===== config.mk =====
export PLATFORM = sky130hd
export DESIGN_NAME = lhcu_ctrl
export DESIGN_NICKNAME = d
export VERILOG_FILES = /design/src/shared/lhcu_pkg.sv /design/src/hw/lhcu_ctrl.sv
export VERILOG_INCLUDE_DIRS = /design/src /design/src/shared
export SDC_FILE = /design/constraint.sdc
export NUM_CORES = 1
export LEC_CHECK = 0
export BUFFER_PORTS_ARGS = -buffer_cell sky130_fd_sc_hd__buf_2
export CAP_MARGIN = 20
export CORE_MARGIN = 3
export CORE_UTILIZATION = 25
export CTS_CLUSTER_DIAMETER = 30
export DETAILED_ROUTE_END_ITERATION = 10
export GPL_TIMING_DRIVEN = 0
export PLACE_DENSITY = 0.58
export SLEW_MARGIN = 20
export SYNTH_ARGS = -nofsm -noshare
export SYNTH_HDL_FRONTEND = slang
export SYNTH_SLANG_ARGS = --single-unit

===== constraint.sdc =====
create_clock -name pclk -period 2.53 [get_ports pclk]
set_input_delay 0.506 -clock pclk [delete_from_list [all_inputs] [get_ports pclk]]
set_output_delay 0.506 -clock pclk [all_outputs]
set_load 0.05 [all_outputs]

===== src/shared/lhcu_consts.svh =====
// constants of the link host control block: offsets, bit positions, reset values
// assumes the includer maps the registers on a 32-bit apb word bus
// What the document requires of this block and its software
// RULE1: while the image-valid bit is 1, config-rom block reads are answered and atomic rom update is allowed.
// RULE2: while the image-valid bit is 0, config-rom block reads get ack_type_error.
// RULE3: a bus reset while the image-valid bit is 0 leaves rom mapping, rom header and bus options untouched.
// RULE4: software builds the bus info image first and sets the image-valid bit only while link enable is 0.
// RULE5: once set, the image-valid bit clears only by hardware reset, soft reset or a bus info fetch error.
// RULE6: bit 30 selects whether off-chip physical accesses and other dma data are byte swapped.
// RULE7: with late-ack enable set, accesses to this node are acknowledged with ack_tardy.
// RULE8: each ack_tardy sent sets the ack_tardy event bit 27.
// RULE9: before the d1 power state software clears the ack_tardy event and unmasks phy and ack_tardy wake events.
// RULE10: software never sets late-ack enable while this node is bus manager.
// RULE11: bits 28 to 24 always read as zero.
// RULE12: bit 23 is read-only, defaults to 1, loads from eeprom and resets only by the global reset pin.
// RULE13: the driver owns phy enhancements and bit 22 only while bit 23 is 1.
// RULE14: the control register has a set address and a clear address.
// RULE15: link enable clears on hardware or soft reset, and while 0 the link neither receives nor sends.
// RULE16: reads at either address return the register, and a written 0 leaves its bit unchanged.
`ifndef LHCU_CONSTS_SVH
`define LHCU_CONSTS_SVH
`define LHCU_ADDR_CTRL_SET 12'h050
`define LHCU_ADDR_CTRL_CLR 12'h054
`define LHCU_ADDR_EVT_STAT 12'h080
`define LHCU_ADDR_EVT_CLR 12'h084
`define LHCU_ADDR_EVT_EN 12'h088
`define LHCU_BIT_ROM_VALID 31
`define LHCU_BIT_NO_SWAP 30
`define LHCU_BIT_LATE_ACK 29
`define LHCU_BIT_PHY_DELEG 23
`define LHCU_BIT_PHY_ENH 22
`define LHCU_BIT_LPS 19
`define LHCU_BIT_POSTED 18
`define LHCU_BIT_LINK_EN 17
`define LHCU_BIT_SOFT_RST 16
`define LHCU_CTRL_SW_MASK 32'h604f0000
`define LHCU_EVT_BIT_TARDY 27
`define LHCU_EVT_BIT_FETCH 1
`define LHCU_EVT_BIT_BUSRST 0
`define LHCU_EVT_MASK 32'h08000003
`define LHCU_PHY_DELEG_RESET 1'b1
`define LHCU_ACK_PENDING 4'h2
`define LHCU_ACK_TARDY 4'hb
`define LHCU_ACK_TYPE_ERR 4'he
`define LHCU_ACK_COMPLETE 4'h1
`endif


===== src/shared/lhcu_pkg.sv =====
// types of the link host control block
// assumes nothing beyond a systemverilog compiler
package lhcu_pkg;
    typedef enum logic [2:0] {
        LHCU_RUN = 3'b001,
        LHCU_SRST = 3'b010,
        LHCU_SDONE = 3'b100
    } lhcu_state_t;
endpackage


===== src/hw/lhcu_ctrl.sv =====
// link host control register pair with its event bits and request gating
// assumes an apb master on pclk and link request strobes on the same clock
//
// Local design decisions: the APB register port and the register offsets.
`timescale 1ns/10ps
`default_nettype none
`include "lhcu_consts.svh"

module lhcu_ctrl (
    input wire logic pclk,
    input wire logic presetn,
    input wire logic global_reset_pin_n,
    input wire logic psel,
    input wire logic penable,
    input wire logic pwrite,
    input wire logic [11:0] paddr,
    input wire logic [31:0] pwdata,
    input wire logic [3:0] pstrb,
    output logic [31:0] prdata,
    output logic pready,
    output logic pslverr,
    input wire logic eeprom_load_valid,
    input wire logic eeprom_phy_config_bit,
    input wire logic req_valid,
    input wire logic req_to_node,
    input wire logic req_rom_block_read,
    input wire logic bus_reset,
    input wire logic rom_fetch_error,
    output logic ack_valid,
    output logic [3:0] ack_code,
    output logic rom_read_accept,
    output logic rom_atomic_update_en,
    output logic rom_regs_update,
    output logic byte_swap_disable,
    output logic late_ack_enable,
    output logic phy_config_delegated,
    output logic phy_enhancement_enable,
    output logic link_power_on,
    output logic posted_write_enable,
    output logic link_active_enable,
    output logic soft_reset_pulse,
    output logic irq
);

    // apb decode; read data and error taken in the setup phase, writes in the access phase
    wire setup = psel & ~penable;
    wire access = psel & penable;
    wire hit_set = paddr == `LHCU_ADDR_CTRL_SET;
    wire hit_clr = paddr == `LHCU_ADDR_CTRL_CLR;
    wire hit_stat = paddr == `LHCU_ADDR_EVT_STAT;
    wire hit_eclr = paddr == `LHCU_ADDR_EVT_CLR;
    wire hit_en = paddr == `LHCU_ADDR_EVT_EN;
    wire mapped = hit_set | hit_clr | hit_stat | hit_eclr | hit_en;
    wire wr = access & pwrite & mapped;

    // byte lanes widen to a bit mask for set and clear writes
    function automatic logic [31:0] lane_mask(input logic [3:0] s);
        lane_mask = {{8{s[3]}}, {8{s[2]}}, {8{s[1]}}, {8{s[0]}}};
    endfunction

    wire [31:0] wbits = pwdata & lane_mask(pstrb);
    wire ctrl_set_wr = wr & hit_set;
    wire ctrl_clr_wr = wr & hit_clr;
    wire evt_clr_wr = wr & hit_eclr;
    wire evt_en_wr = wr & hit_en;

    // control state
    logic [31:0] ctrl_q;
    logic [31:0] ctrl_d;
    logic deleg_q;
    logic [31:0] evt_q;
    logic [31:0] evt_d;
    logic [31:0] en_q;
    logic [31:0] en_d;
    lhcu_pkg::lhcu_state_t st_q;
    lhcu_pkg::lhcu_state_t st_d;
    logic [31:0] rdata_q;
    logic err_q;
    logic ack_valid_q;
    logic [3:0] ack_code_q;
    logic accept_q;
    logic rom_upd_q;

    wire soft_rst = st_q == lhcu_pkg::LHCU_SRST;
    wire link_en = ctrl_q[`LHCU_BIT_LINK_EN];
    wire rom_valid = ctrl_q[`LHCU_BIT_ROM_VALID];
    wire late_ack = ctrl_q[`LHCU_BIT_LATE_ACK];

    // soft reset: bit 16 stays high for the reset cycle and the cycle after it, then drops
    always_comb begin
        st_d = st_q;
        case (st_q)
            lhcu_pkg::LHCU_RUN: begin
                if (ctrl_set_wr && wbits[`LHCU_BIT_SOFT_RST]) begin
                    st_d = lhcu_pkg::LHCU_SRST;
                end
            end
            lhcu_pkg::LHCU_SRST: begin
                st_d = lhcu_pkg::LHCU_SDONE;
            end
            lhcu_pkg::LHCU_SDONE: begin
                st_d = lhcu_pkg::LHCU_RUN;
            end
            default: begin
                st_d = lhcu_pkg::LHCU_RUN;
            end
        endcase
    end

    // writable set/clear bits; image valid may be set but never cleared by software
    wire [31:0] sw_set = wbits & `LHCU_CTRL_SW_MASK & {32{ctrl_set_wr}}; // RULE14 RULE16
    wire [31:0] sw_clr = wbits & `LHCU_CTRL_SW_MASK & {32{ctrl_clr_wr}}; // RULE14 RULE16
    // image valid set only while the link is off, so a live link never sees it appear
    wire rom_set = ctrl_set_wr & wbits[`LHCU_BIT_ROM_VALID] & ~link_en; // RULE4

    always_comb begin
        ctrl_d = (ctrl_q | sw_set) & ~sw_clr;
        ctrl_d[`LHCU_BIT_ROM_VALID] = rom_valid | rom_set;
        // a fetch error wins over a same-cycle software set
        if (rom_fetch_error) begin
            ctrl_d[`LHCU_BIT_ROM_VALID] = 1'b0; // RULE5
        end
        ctrl_d[`LHCU_BIT_SOFT_RST] = 1'b0;
        if (st_d == lhcu_pkg::LHCU_SRST) begin
            ctrl_d[`LHCU_BIT_SOFT_RST] = 1'b1;
        end
        if (soft_rst) begin
            ctrl_d = 32'h00000000; // RULE5 RULE15
            ctrl_d[`LHCU_BIT_SOFT_RST] = 1'b1;
        end
        ctrl_d[28:24] = 5'h00; // RULE11
        ctrl_d[23] = 1'b0;
        ctrl_d[21:20] = 2'h0;
        ctrl_d[15:0] = 16'h0000;
    end

    always_ff @(posedge pclk or negedge presetn) begin
        if (!presetn) begin
            ctrl_q <= 32'h00000000; // RULE15
            st_q <= lhcu_pkg::LHCU_RUN;
        end else begin
            ctrl_q <= ctrl_d;
            st_q <= st_d;
        end
    end

    // bit 23 answers only to the global reset pin and the eeprom loader
    always_ff @(posedge pclk or negedge global_reset_pin_n) begin
        if (!global_reset_pin_n) begin
            deleg_q <= `LHCU_PHY_DELEG_RESET; // RULE12
        end else if (eeprom_load_valid) begin
            deleg_q <= eeprom_phy_config_bit; // RULE12
        end
    end

    // requests are seen only while the link is enabled and not in soft reset
    wire live = link_en & ~soft_rst; // RULE15
    wire req = req_valid & req_to_node & live;
    wire send_tardy = req & late_ack; // RULE7
    wire rom_rd = req & ~late_ack & req_rom_block_read;
    wire rom_ok = rom_rd & rom_valid; // RULE1
    wire rom_bad = rom_rd & ~rom_valid; // RULE2

    logic [3:0] code_d;
    always_comb begin
        code_d = `LHCU_ACK_COMPLETE;
        if (send_tardy) begin
            code_d = `LHCU_ACK_TARDY; // RULE7
        end else if (rom_bad) begin
            code_d = `LHCU_ACK_TYPE_ERR; // RULE2
        end else if (rom_ok) begin
            code_d = `LHCU_ACK_PENDING; // RULE1
        end
    end

    // shadow rom registers reload on bus reset only with a valid image
    wire rom_upd_d = bus_reset & rom_valid & link_en; // RULE3

    always_ff @(posedge pclk or negedge presetn) begin
        if (!presetn) begin
            ack_valid_q <= 1'b0;
            ack_code_q <= 4'h0;
            accept_q <= 1'b0;
            rom_upd_q <= 1'b0;
        end else begin
            ack_valid_q <= req;
            ack_code_q <= req ? code_d : 4'h0;
            accept_q <= rom_ok;
            rom_upd_q <= rom_upd_d;
        end
    end

    // sticky events; a set in the clear cycle survives
    wire [31:0] evt_hit = {4'h0, send_tardy, 25'h0000000, rom_fetch_error, bus_reset & live};
    wire [31:0] evt_wclr = wbits & {32{evt_clr_wr}};

    always_comb begin
        evt_d = ((evt_q & ~evt_wclr) | evt_hit) & `LHCU_EVT_MASK; // RULE8
        en_d = evt_en_wr ? (wbits & `LHCU_EVT_MASK) : en_q;
        if (soft_rst) begin
            evt_d = 32'h00000000;
            en_d = 32'h00000000;
        end
    end

    always_ff @(posedge pclk or negedge presetn) begin
        if (!presetn) begin
            evt_q <= 32'h00000000;
            en_q <= 32'h00000000;
        end else begin
            evt_q <= evt_d;
            en_q <= en_d;
        end
    end

    // read mux; the clear registers of the event pair read as zero
    wire [31:0] ctrl_rd = {ctrl_q[31:24], deleg_q, ctrl_q[22:0]}; // RULE11 RULE12 RULE16
    wire [31:0] rd_mux = (hit_set | hit_clr) ? ctrl_rd :
                         hit_stat ? evt_q :
                         hit_en ? en_q : 32'h00000000;

    always_ff @(posedge pclk or negedge presetn) begin
        if (!presetn) begin
            rdata_q <= 32'h00000000;
            err_q <= 1'b0;
        end else if (setup) begin
            rdata_q <= pwrite ? 32'h00000000 : rd_mux;
            err_q <= ~mapped;
        end
    end

    assign prdata = rdata_q;
    assign pready = 1'b1;
    assign pslverr = access & err_q;

    assign ack_valid = ack_valid_q;
    assign ack_code = ack_code_q;
    assign rom_read_accept = accept_q;
    assign rom_atomic_update_en = rom_valid; // RULE1
    assign rom_regs_update = rom_upd_q;
    assign byte_swap_disable = ctrl_q[`LHCU_BIT_NO_SWAP]; // RULE6
    assign late_ack_enable = late_ack;
    assign phy_config_delegated = deleg_q;
    assign phy_enhancement_enable = ctrl_q[`LHCU_BIT_PHY_ENH];
    assign link_power_on = ctrl_q[`LHCU_BIT_LPS];
    assign posted_write_enable = ctrl_q[`LHCU_BIT_POSTED];
    assign link_active_enable = link_en; // RULE15
    assign soft_reset_pulse = soft_rst;
    assign irq = |(evt_q & en_q);

endmodule
`default_nettype wire


==> impl_metrics.toml <==
[outcome]
status = "complete, no violations"

[place]
gp_congestion = 0.7985
port_buffers = 66
dp_hpwl_mm = 3.677

[sta]
setup_tns_ns = 0
rsz0062_at_grt = "no"
finClkSkew_ns = 0.007324
worst_hold_slack_ns = 0.1405
layout_min_cycle_time_ns = 2.315
max_freq_ghz = 0.4320
finalMaxSlewViolations = 0
max_slew.worst_pin.slew_ns = 0.8197
setup_violations = 0
slew_headroom = 0.4536
fin_crit_sh = 0.9150
finalHoldViolations = 0

[clock_network]
cts_buffers = 5
clk_latency_ns = 0.29
htreeDepth = 2
cts.clk_slew.worst_paths_ns = 0.08
cts.path.max_buffers = 2
cts_sinks = 38
cts_setup_buffers = 0
root_buffer = "clkbuf_8"
cts_tree = "built"

[synthesis]
yosys_register_bits = 38
async_flop_share = 1.000
netlist.area_leader.share = 0.4800
synth_edf_count = 0
synth_largest_area_cell = "dfrtp_1"
yosysMostFrequentCell = "dfrtp_1"
syn_avg_cell_area_um2 = 11.04
yosysWarningCount = 0
ys_types = 43
synth_common_cells = "dfrtp_1 (36), buf_4 (22), nand2_1 (10)"
netlist_area_um2 = 1877
syn_inst = 170
ys_top_cells_by_area = "dfrtp_1 (48%), buf_4 (8.8%), a22o_1 (4.2%), dfstp_2 (2.8%), a311oi_1 (2.8%)"
ys_seq_area_frac = 0.5080
synth_flop_cell = "dfrtp_1"

[route]
drcViolationCount = 0
vias = 1587
antenna_left = 0
wl_per_cell_um = 13.42
drtIter0Drc = 56
viasPerCell = 4.421
wl_mm = 4.816
firstDrtPassIters = 4

[layout]
nets = 323
area_delta_synth_final_pct = 33.93
fillers = 733
seq_area_um2 = 953.4
multi_input_area_um2 = 789.5
n_antenna_cell = 0
layout-drive-gt1-share = 0.4297

[worst_setup_path]
crit_path_end_kind = "output port"
critPathMaxFanout = 11
crit_chain = "nor3b_2, clkbuf_2, buf_2"
critPathTopFamily = "buffers and inverters"
crit_start = "st_q[2]$_DFF_PN0_"
slowest_delay_ns = 0.42
cp-start-kind = "register"
rr_worst_depth = 3
reg2reg_slack_ns = 1.11
arrival_ns = 1.81
worstSetupPathType = "reg2out"
worst_path_max_delay_cell = "dfrtp_1"
path_buf_inv = 2
cp.required_ns = 2.02
critical_path.reg2reg.startpoint = "st_q[2]$_DFF_PN0_"
r2r-end = "evt_q[1]$_DFF_PN0_"

[global_route]
grt_start_max_net_pins = 38
overflow = 0
grtUsageTotal = 0.1159
grt_pass1_vias = 1481
grt_first_pass_wirelength_mm = 7.721
antenna_found_initial = 0

[power_and_ir_drop]
power.density_nw_per_um2 = 522.1
power.leakage_nw = 1.301
ir_drop_uv = 181.3

[min_path]
min_path_type = "in2async"

[floorplanning]
core_um2 = 7019
num_rows = 30
ios = 112
die_area_um2 = 8583
die_h_um = 92.65
initial_core_util = 0.2674
die_w_um = 92.65

[job]
cap_violations = 0
kinds of logic (layout without fill, tap and decap cells):
kind of cell	count (synthesis)	in the layout	share of synthesized area
AND/OR/NAND/NOR	57	57	0.2087
multiplexers	4	4	0.02200
other	2	21	0.004001
buffers and inverters	30	104	0.1120
AO/OA/AOI/OAI	39	39	0.1453
flip-flops	38	38	0.5080
layer usage:
metal	wire length [um]	GRT usage
met4	61	0.03663
met5	0	0
met3	466	0.03656
met2	2015	0.1680
met1	2273	0.1640
sequential cells by signal, indices dropped and copies added, names as in the netlist:
| register | cells |
|---|---|
| rom_regs_update | 1 |
| rom_read_accept | 1 |
| phy_config_delegated | 1 |
| prdata | 12 |
| ack_code | 4 |
| evt_q | 3 |
| ctrl_q | 8 |
| st_q | 3 |
| err_q | 1 |
| en_q | 3 |
| ack_valid | 1 |
area by class of cell:
class / instances / share of cell area
Sequential cell: 38 / 0.3793
Multi-Input combinational cell: 121 / 0.3141
Timing Repair Buffer: 66 / 0.1314
Buffer: 26 / 0.07815
Tap cell: 96 / 0.04778
Clock buffer: 5 / 0.02738
Clock inverter: 3 / 0.01593
Inverter: 4 / 0.005973
power breakdown:
part	internal, mW	switching, mW
Sequential	0.612	0.00265
Clock	0.290	0.213
Combinational	0.0615	0.133
layout by cell type, fill, tap and decap left out, types with 2 or more instances in the layout:
cell type  count
buf_2         66
dfrtp_1       36
buf_4         22
conb_1        21
nand2_1       10
nor2_1         9
a22o_1         9
a31oi_1        6
a311oi_1       6
a21oi_1        6
o21ai_1        5
clkbuf_8       5
and3_1         4
nand2b_1       4
nand3_1        3
inv_1          3
o21ai_0        3
mux2i_1        3
or3_1          3
buf_6          2
or4_1          2
nor4_4         2
nand4b_1       2
nor2b_1        2
nor4_1         2
nor3_1         2
clkinv_2       2
dfstp_2        2
timing repair:
| item | in CTS | in global routing |
|---|---|---|
| gates cloned | 0 | 0 |
| hold buffers | 0 | 0 |
| endpoints found under the setup margin | 1 | 1 |
| resized for setup | 1 | 2 |
worst max-delay path by stage:
stage	to	slack, ns	depth (start not counted)
after floorplan	soft_reset_pulse	0.57	2
after global placement	soft_reset_pulse	0.06	3
after detailed placement	soft_reset_pulse	0.07	3
after CTS	soft_reset_pulse	0.005	3
after global routing	soft_reset_pulse	0.07	3
final	soft_reset_pulse	0.22	3
per-stage QoR:
step | instance area (um^2) | utilization | instances | setup WS, ns | power, mW
after floorplan | 1948 | - | 189 | 0.5674 | 0.7597
after global placement | 2399 | 0.3417 | 351 | 0.05753 | 0.8195
after detailed placement | 2399 | 0.3417 | 351 | 0.07438 | 0.8208
after CTS | 2512 | 0.3579 | 359 | 0.004949 | 1.324
after global routing | 2514 | 0.3581 | 359 | 0.07244 | 1.365
final | 2514 | 0.3581 | 359 | 0.2151 | 1.312
(Power assumes the default switching activity.)
